File: src/shared/blld_pkg.sv
// Shared constants and types for the byte load and logic decoder.
package blld_pkg;
  localparam int unsigned WORD_W = 18;
  localparam int unsigned DATA_W = 8;
  localparam int unsigned SEL_W = 4;
  localparam int unsigned REGS = 16;
  localparam int unsigned OPC_W = 6;
  // Bit positions of the instruction fields.
  localparam int unsigned OPC_LSB = 12;
  localparam int unsigned FIRST_LSB = 8;
  localparam int unsigned SECOND_LSB = 4;
  localparam int unsigned IMM_LSB = 0;
  // Opcode values of the decoded instructions.
  localparam logic [5:0] OPC_LOAD_REG = 6'h00;
  localparam logic [5:0] OPC_LOAD_IMM = 6'h01;
  localparam logic [5:0] OPC_AND_REG = 6'h02;
  localparam logic [5:0] OPC_AND_IMM = 6'h03;
  localparam logic [5:0] OPC_OR_REG = 6'h04;
  localparam logic [5:0] OPC_OR_IMM = 6'h05;
  localparam logic [7:0] DATA_ZERO = 8'h00;
  localparam logic FLAG_RESET = 1'b0;
  localparam logic BANK_RESET = 1'b0;

  typedef enum logic [1:0] {BLLD_OP_NONE, BLLD_OP_LOAD, BLLD_OP_AND,
    BLLD_OP_OR} blld_op_t;

  // Decoded view of one instruction word.
  typedef struct packed {
    logic valid;
    blld_op_t op;
    logic use_imm;
    logic [3:0] first_sel;
    logic [3:0] second_sel;
    logic [7:0] immediate_byte;
  } blld_dec_t;

  // Flags of the core.
  typedef struct packed {
    logic zero;
    logic carry;
  } blld_flags_t;
endpackage

File: src/blld_core.sv
// Execute stage for load, AND and OR with two banks of sixteen registers.
`timescale 1ns/1ps
`default_nettype none
module blld_core
#(
  parameter int unsigned REG_COUNT = 16,
  parameter int unsigned DATA_WIDTH = 8
)
(
  input wire logic clk_in,
  input wire logic rst_in,
  input wire logic [17:0] word_in,
  input wire logic word_valid_in,
  input wire logic bank_sel_in,
  input wire logic [3:0] peek_sel_in,
  output logic [7:0] peek_data_out,
  output logic zero_out,
  output logic carry_out,
  output logic wr_out,
  output logic [3:0] wr_sel_out,
  output logic [7:0] wr_data_out,
  output logic bank_out
);
  // The logic is written for the documented shape only.
  if (REG_COUNT != blld_pkg::REGS || DATA_WIDTH != blld_pkg::DATA_W)
  begin : g_bad_param
    $error("blld_core supports only 16 registers of 8 bits");
  end

  blld_pkg::blld_dec_t dec;
  blld_pkg::blld_flags_t flags;
  blld_pkg::blld_flags_t next_flags;
  logic [7:0] bank_a [REG_COUNT];
  logic [7:0] bank_b [REG_COUNT];
  logic [7:0] first_val;
  logic [7:0] second_val;
  logic [7:0] result;
  logic do_write;
  logic bank;
  logic next_bank;
  logic next_wr;
  logic [3:0] next_wr_sel;
  logic [7:0] next_wr_data;
  logic [7:0] next_peek;

  // Reads from the active bank; used for both operand fields and the peek.
  function automatic logic [7:0] blld_read(
    input logic [7:0] a [16],
    input logic [7:0] b [16],
    input logic which,
    input logic [3:0] sel
  );
    blld_read = which ? b[sel] : a[sel];
  endfunction

  blld_decode u_decode
  (
    .word_in(word_in),
    .word_valid_in(word_valid_in),
    .dec_out(dec)
  );

  // Operand fetch and the result of the decoded operation.
  always_comb
  begin
    first_val = blld_read(bank_a, bank_b, bank, dec.first_sel);
    second_val = dec.use_imm ? dec.immediate_byte :
      blld_read(bank_a, bank_b, bank, dec.second_sel);
    do_write = dec.valid && (dec.op != blld_pkg::BLLD_OP_NONE);
    next_flags = flags;
    case (dec.op)
      blld_pkg::BLLD_OP_LOAD: result = second_val;
      blld_pkg::BLLD_OP_AND: result = first_val & second_val;
      blld_pkg::BLLD_OP_OR: result = first_val | second_val;
      default: result = blld_pkg::DATA_ZERO;
    endcase
    if (dec.valid && (dec.op == blld_pkg::BLLD_OP_AND ||
      dec.op == blld_pkg::BLLD_OP_OR))
    begin
      next_flags.zero = (result == blld_pkg::DATA_ZERO);
      next_flags.carry = 1'b0;
    end
    // Bank changes take effect between instructions, never mid-write.
    next_bank = bank_sel_in;
    next_wr = do_write;
    next_wr_sel = dec.first_sel;
    next_wr_data = result;
    next_peek = blld_read(bank_a, bank_b, bank, peek_sel_in);
  end

  // Control state and registered outputs.
  always_ff @(posedge clk_in)
  begin
    if (rst_in)
    begin
      flags <= '{zero: blld_pkg::FLAG_RESET, carry: blld_pkg::FLAG_RESET};
      bank <= blld_pkg::BANK_RESET;
      wr_out <= 1'b0;
      wr_sel_out <= '0;
      wr_data_out <= blld_pkg::DATA_ZERO;
      peek_data_out <= blld_pkg::DATA_ZERO;
    end
    else
    begin
      flags <= next_flags;
      bank <= next_bank;
      wr_out <= next_wr;
      wr_sel_out <= next_wr_sel;
      wr_data_out <= next_wr_data;
      peek_data_out <= next_peek;
    end
  end

  // One write port per bank; a reset does not clear register contents.
  for (genvar i = 0; i < REG_COUNT; i++)
  begin : g_regs
    always_ff @(posedge clk_in)
    begin
      if (do_write && dec.first_sel == 4'(i))
      begin
        if (bank)
          bank_b[i] <= result;
        else
          bank_a[i] <= result;
      end
    end

    // Each register takes the result when it is the destination.
    // write back first.
    a_reg_write: assert property (@(posedge clk_in)
      disable iff (rst_in)
      (do_write && dec.first_sel == 4'(i)) |=>
      (($past(bank) ? bank_b[i] : bank_a[i]) == $past(result)))
      else $error("register write-back lost");
  end

  assign zero_out = flags.zero;
  assign carry_out = flags.carry;
  assign bank_out = bank;

  // The checks below watch the registered outputs one cycle after the word
  // that caused them, the peek read-back two cycles after. Register contents
  // are never reset, so no check reads a register back unless a write to it
  // was seen first.

  // A zero AND result raises the zero flag, any other result clears it.
  // zero after AND.
  a_logic_zero: assert property (@(posedge clk_in)
    disable iff (rst_in)
    (dec.valid && dec.op == blld_pkg::BLLD_OP_AND) |=>
    (zero_out == (wr_data_out == blld_pkg::DATA_ZERO)))
    else $error("zero flag wrong after AND");

  // The same zero test applies to an OR result.
  // zero after OR.
  a_or_zero: assert property (@(posedge clk_in)
    disable iff (rst_in)
    (dec.valid && dec.op == blld_pkg::BLLD_OP_OR) |=>
    (zero_out == (wr_data_out == blld_pkg::DATA_ZERO)))
    else $error("zero flag wrong after OR");

  // Both logic operations leave the carry low whatever the operands.
  // carry cleared.
  a_logic_carry: assert property (@(posedge clk_in)
    disable iff (rst_in)
    (dec.valid && dec.op inside {blld_pkg::BLLD_OP_AND,
    blld_pkg::BLLD_OP_OR}) |=> !carry_out)
    else $error("carry not cleared by logic op");

  // A load must not touch either flag.
  // load keeps flags.
  a_load_flags: assert property (@(posedge clk_in)
    disable iff (rst_in)
    (dec.valid && dec.op == blld_pkg::BLLD_OP_LOAD) |=>
    $stable(zero_out) && $stable(carry_out))
    else $error("load changed a flag");

  // Only a logic operation may move the zero flag.
  // zero otherwise held.
  a_zero_hold: assert property (@(posedge clk_in)
    disable iff (rst_in)
    !(dec.valid && dec.op inside {blld_pkg::BLLD_OP_AND,
    blld_pkg::BLLD_OP_OR}) |=> $stable(zero_out))
    else $error("zero flag moved without a logic op");

  // Only a logic operation may move the carry flag.
  // carry otherwise held.
  a_carry_hold: assert property (@(posedge clk_in)
    disable iff (rst_in)
    !(dec.valid && dec.op inside {blld_pkg::BLLD_OP_AND,
    blld_pkg::BLLD_OP_OR}) |=> $stable(carry_out))
    else $error("carry flag moved without a logic op");

  // The immediate form of a load writes the immediate byte.
  // load immediate value.
  a_load_value: assert property (@(posedge clk_in)
    disable iff (rst_in)
    (dec.valid && dec.op == blld_pkg::BLLD_OP_LOAD && dec.use_imm) |=>
    wr_out && wr_data_out == $past(dec.immediate_byte))
    else $error("load immediate not written");

  // The register form of a load copies the second operand register.
  // load register copy.
  a_load_copy: assert property (@(posedge clk_in)
    disable iff (rst_in)
    (dec.valid && dec.op == blld_pkg::BLLD_OP_LOAD && !dec.use_imm) |=>
    wr_out && wr_data_out == $past(second_val))
    else $error("load copy not written");

  // No strobe follows a cycle without an executed word.
  // write only when executed.
  a_idle_strobe: assert property (@(posedge clk_in)
    disable iff (rst_in)
    !do_write |=> !wr_out)
    else $error("write strobe without a word");

  // AND combines both operands bit by bit.
  // bitwise AND.
  a_and_value: assert property (@(posedge clk_in)
    disable iff (rst_in)
    (dec.valid && dec.op == blld_pkg::BLLD_OP_AND) |=>
    wr_data_out == ($past(first_val) & $past(second_val)))
    else $error("AND result wrong");

  // OR combines both operands bit by bit.
  // bitwise OR.
  a_or_value: assert property (@(posedge clk_in)
    disable iff (rst_in)
    (dec.valid && dec.op == blld_pkg::BLLD_OP_OR) |=>
    wr_data_out == ($past(first_val) | $past(second_val)))
    else $error("OR result wrong");

  // The immediate AND takes its byte straight from the word.
  // immediate AND operand.
  a_and_imm: assert property (@(posedge clk_in)
    disable iff (rst_in)
    (dec.valid && dec.op == blld_pkg::BLLD_OP_AND && dec.use_imm) |=>
    wr_data_out == ($past(first_val) &
    $past(word_in[blld_pkg::IMM_LSB +: blld_pkg::DATA_W])))
    else $error("AND immediate operand wrong");

  // The immediate OR takes its byte straight from the word.
  // immediate OR operand.
  a_or_imm: assert property (@(posedge clk_in)
    disable iff (rst_in)
    (dec.valid && dec.op == blld_pkg::BLLD_OP_OR && dec.use_imm) |=>
    wr_data_out == ($past(first_val) |
    $past(word_in[blld_pkg::IMM_LSB +: blld_pkg::DATA_W])))
    else $error("OR immediate operand wrong");

  // An all-zero word rewrites register zero with its own value.
  // zero word loads.
  a_zero_word: assert property (@(posedge clk_in)
    disable iff (rst_in)
    (word_valid_in && word_in == '0) |=>
    wr_out && wr_sel_out == '0 && wr_data_out == $past(first_val))
    else $error("zero word not a load of register zero");

  // The destination comes from the first register field.
  // first field position.
  a_write_sel: assert property (@(posedge clk_in)
    disable iff (rst_in)
    do_write |=> wr_sel_out ==
    $past(word_in[blld_pkg::FIRST_LSB +: blld_pkg::SEL_W]))
    else $error("destination field wrong");

  // The immediate byte comes from the low two digits of the word.
  // immediate field position.
  a_imm_field: assert property (@(posedge clk_in)
    disable iff (rst_in)
    (dec.valid && dec.op == blld_pkg::BLLD_OP_LOAD && dec.use_imm) |=>
    wr_data_out == $past(word_in[blld_pkg::IMM_LSB +: blld_pkg::DATA_W]))
    else $error("immediate field wrong");

  // The active bank follows the select input one cycle later.
  // bank select follows.
  a_bank_follow: assert property (@(posedge clk_in)
    disable iff (rst_in)
    ##1 (bank_out == $past(bank_sel_in)))
    else $error("active bank did not follow select");

  // A value just written reads back from the same bank two cycles later.
  // read from active bank.
  a_bank_read: assert property (@(posedge clk_in)
    disable iff (rst_in)
    (do_write ##1 (peek_sel_in == $past(dec.first_sel) &&
    bank == $past(bank))) |=> peek_data_out == $past(result, 2))
    else $error("peek read from wrong bank");
endmodule // blld_core
`default_nettype wire

File: src/blld_decode.sv
// Field extraction and opcode decoding of one instruction word.
`timescale 1ns/1ps
`default_nettype none
module blld_decode
(
  input wire logic [17:0] word_in,
  input wire logic word_valid_in,
  output blld_pkg::blld_dec_t dec_out
);
  logic [5:0] opcode;

  always_comb
  begin
    opcode = word_in[blld_pkg::OPC_LSB +: blld_pkg::OPC_W];
    dec_out.valid = word_valid_in;
    dec_out.first_sel = word_in[blld_pkg::FIRST_LSB +: blld_pkg::SEL_W];
    dec_out.second_sel = word_in[blld_pkg::SECOND_LSB +: blld_pkg::SEL_W];
    dec_out.immediate_byte = word_in[blld_pkg::IMM_LSB +: blld_pkg::DATA_W];
    dec_out.use_imm = opcode[0];
    case (opcode)
      blld_pkg::OPC_LOAD_REG,
      blld_pkg::OPC_LOAD_IMM: dec_out.op = blld_pkg::BLLD_OP_LOAD;
      blld_pkg::OPC_AND_REG,
      blld_pkg::OPC_AND_IMM: dec_out.op = blld_pkg::BLLD_OP_AND;
      blld_pkg::OPC_OR_REG,
      blld_pkg::OPC_OR_IMM: dec_out.op = blld_pkg::BLLD_OP_OR;
      default: dec_out.op = blld_pkg::BLLD_OP_NONE;
    endcase
  end
endmodule // blld_decode
`default_nettype wire

File: config.mk
export PLATFORM = sky130hd
export DESIGN_NAME = blld_core
export DESIGN_NICKNAME = d
export VERILOG_FILES = /design/src/shared/blld_pkg.sv /design/src/blld_core.sv /design/src/blld_decode.sv
export SDC_FILE = /design/constraint.sdc
export NUM_CORES = 1
export LEC_CHECK = 0
export BUFFER_PORTS_ARGS = -buffer_cell sky130_fd_sc_hd__clkbuf_2
export CORE_MARGIN = 2
export CORE_UTILIZATION = 40
export DETAILED_ROUTE_END_ITERATION = 6
export HOLD_SLACK_MARGIN = 0.03
export PLACE_DENSITY_LB_ADDON = 0.25
export SLEW_MARGIN = 40
export SYNTH_ARGS = -nofsm -noshare
export SYNTH_HDL_FRONTEND = slang
export SYNTH_SLANG_ARGS = --single-unit
File: constraint.sdc
create_clock -name clk_in -period 7.3 [get_ports clk_in]
set_clock_uncertainty 0.05 [all_clocks]
set_input_delay 1.46 -clock clk_in [delete_from_list [all_inputs] [get_ports clk_in]]
set_output_delay 1.46 -clock clk_in [all_outputs]
set_load 0.02 [all_outputs]
==> reports/results.txt <==
crit-path max FO: 20
clock buffer depth: 3
Hold Buf Count CTS: 0
largest family of logic cells by synthesized area: multiplexers
CP Capture Type: flop
share of layout cells above drive strength 1: 34.46%
grt met1 use: 34.81%
Pins Over Slew Limit: 0
Final #Nets: 1009
MaxCap Viol Count: 0
period utilization: 62.40%
Chip Height: 198.6 um
final std cells w/o fill: 1518
status: finished, final reports clean
CP Data Required Time: 7.73 ns
f_max: 0.2195 GHz
drt pass-1 iters: 7
grt ovf: 0
Avg Cell Area, Syn: 16.10 um2
syn nets: 967
Yosys reg bits: 279
fin area: 0.01704 mm2
post-route minimum period: 4.555 ns
Final setup viols: 0
Main synth FF type: edfxtp_1
area post-placement: 0.01605 mm2
DRT antenna net count: 0
io pins: 50
Synth cell types: 63
clock sink count: 279
Die X-Extent: 198.6 um
antenna cell count: 0
largest net degree at the start of global routing: 50
first-pass GRT wire length: 70.64 mm
layer with the highest usage: met2
Slew HR: 40.62%
post-CTS setup buffers: 0
CP Launch Type: input pin
filler instances: 3280
routed wire length: 49.16 mm
core area: 0.03749 mm2
count leader, synth: edfxtp_1
Initial Utilization: 40.40%
Final GP Congestion: 0.9014
Worst Path Arrival: 4.99 ns
GRT met3 Usage: 3.730%
Synth Area in Compound Gates: 5.493%
Synth warnings: 0
sequential fraction of the synthesis area: 53.79%
H-tree depth: 1
TNS Setup: 0 ns
Synth area leader: edfxtp_1
Lkg Pwr: 5.744 nW
Cells after DPL: 1461
violation count after the first detailed-route iteration: 1378
DR WL/cell: 32.39 um
Post-synth EDFFs: 256
leading cell types by count after synthesis: edfxtp_1, mux4_2, mux2i_1
Post-Synth Adder-Cell Area: 0%
PwrDens: 214.7 mW/mm2
Tot Pwr: 3.658 mW
PostCTS Resize Cnt: 0
initial antenna violation count: 0
Num CTS Buffers: 31
Setup Crit Path Kind: in2reg
die area: 0.03944 mm2
Synth Instances: 941
Hold Fails Final Rpt: 0
DR vias/cell: 6.578
number of buffers added on ports: 48
vias in the first global route: 9841
clk_lat worst skew: 0.57 ns
Tightest Pin Transition: 0.8874 ns
CTS tree: yes
Post-Synth XOR/XNOR Area: 0.05782%
ranking of synthesized cells by area: edfxtp_1, mux4_2, mux2i_1, dfxtp_1, nor2_1
HPWL Detailed: 33.33 mm
Post-Synth Simple-Gate Area: 6.047%
peak supply drop: 102.8 uV
clock-pin slew on the worst setup and hold paths: 0.06 ns
met2 Use GR: 40.34%
area added between synthesis and finish: 12.46%
Global Route Usage Sum: 25.22%
Synth Cell Area: 0.01515 mm2
DRC violations left: 0
Synth top area share: 50.75%
Hold Path Class: reg2reg
Root Driver: clkbuf_16
RSZ-0062 raised after global routing: false
Vias: 9985
FP Rows: 71
mux cell area share after synthesis: 31.86%
Async SR Flop Fraction: 0%
through the flow:
step	hold WS, ns	setup slack, ns	util, %
floorplan	0.5250	3.104	-
global placement	0.4698	2.107	42.67
detailed placement	0.4656	2.039	42.82
CTS	0.4754	2.653	45.43
global route	0.5166	2.660	45.44
finish	0.4869	2.745	45.44
registers in the layout, indices dropped and copies added (netlist names):
| register | cells |
|---|---|
| bank_a | 128 |
| bank_b | 128 |
| bank_out | 1 |
| peek_data_out | 8 |
| wr_data_out | 8 |
| wr_out | 1 |
| wr_sel_out | 4 |
| zero_out | 1 |
path summary, 6_finish.rpt:
check,from,end,slack [ns],cells past startpoint
hold / removal,zero_out$_SDFFE_PP0P_,zero_out$_SDFFE_PP0P_,0.49,2
hold reg to reg,zero_out$_SDFFE_PP0P_,zero_out$_SDFFE_PP0P_,0.49,2
setup / recovery,word_in[4],zero_out$_SDFFE_PP0P_,2.75,10
setup reg to reg,bank_out$_SDFF_PP0_,bank_b[58]$_DFFE_PP_,3.74,9
metal layers:
| layer | up-vias | share of wire, % |
|---|---|---|
| met3 | 116 | 9.3 |
| met4 | 0 | 4.4 |
| met5 | - | 0 |
| met1 | 5178 | 39 |
| li1 | 4044 | - |
| met2 | 647 | 47 |
worst max-delay path, cell delays in order:
cell and delay, ns:
clkbuf_2 0.58, buf_4 0.39, mux4_1 0.64, mux4_2 0.47, or3_1 0.33, o21ai_2 0.10
a21oi_2 0.06, o21bai_2 0.35, a311o_1 0.36, o31ai_2 0.23
area by class of cell:
class                           count  area, um2  share of cell area (%)
Clock buffer                       41      823.3                   4.833
Clock inverter                     16      157.7                  0.9254
Timing Repair Buffer               91      579.3                   3.401
Sequential cell                   279       8149                   47.84
Inverter                           13      48.80                  0.2864
Multi-Input combinational cell    567       6638                   38.96
Tap cell                          511      639.4                   3.753
cell usage in the layout (no fill, tap or decap), drive strengths merged, types with 14 or more instances in the layout:
cell and count:
mux4 171, o22ai 17, clkbuf 85, nor3 20
inv 14, buf 47, nand3 18, mux2 14
a21oi 18, mux2i 79, nand2 47, edfxtp 256
nor2 51, dfxtp 23
where the power goes:
| group | switching, mW | internal (mW) |
|---|---|---|
| Sequential | 0.00268 | 1.74 |
| Combinational | 0.228 | 0.156 |
| Clock | 0.633 | 0.894 |
| Total | 0.863 | 2.79 |
cell families (layout without fill, tap and decap cells):
kind of cell | count (synthesis) | count (layout)
mux | 264 | 264
simple gates | 189 | 189
flops | 279 | 279
compound gates | 112 | 112
buf+inv | 95 | 161
other cells | 1 | 1
xor+xnor | 1 | 1
Note: power is estimated with default switching activity, not from simulation.
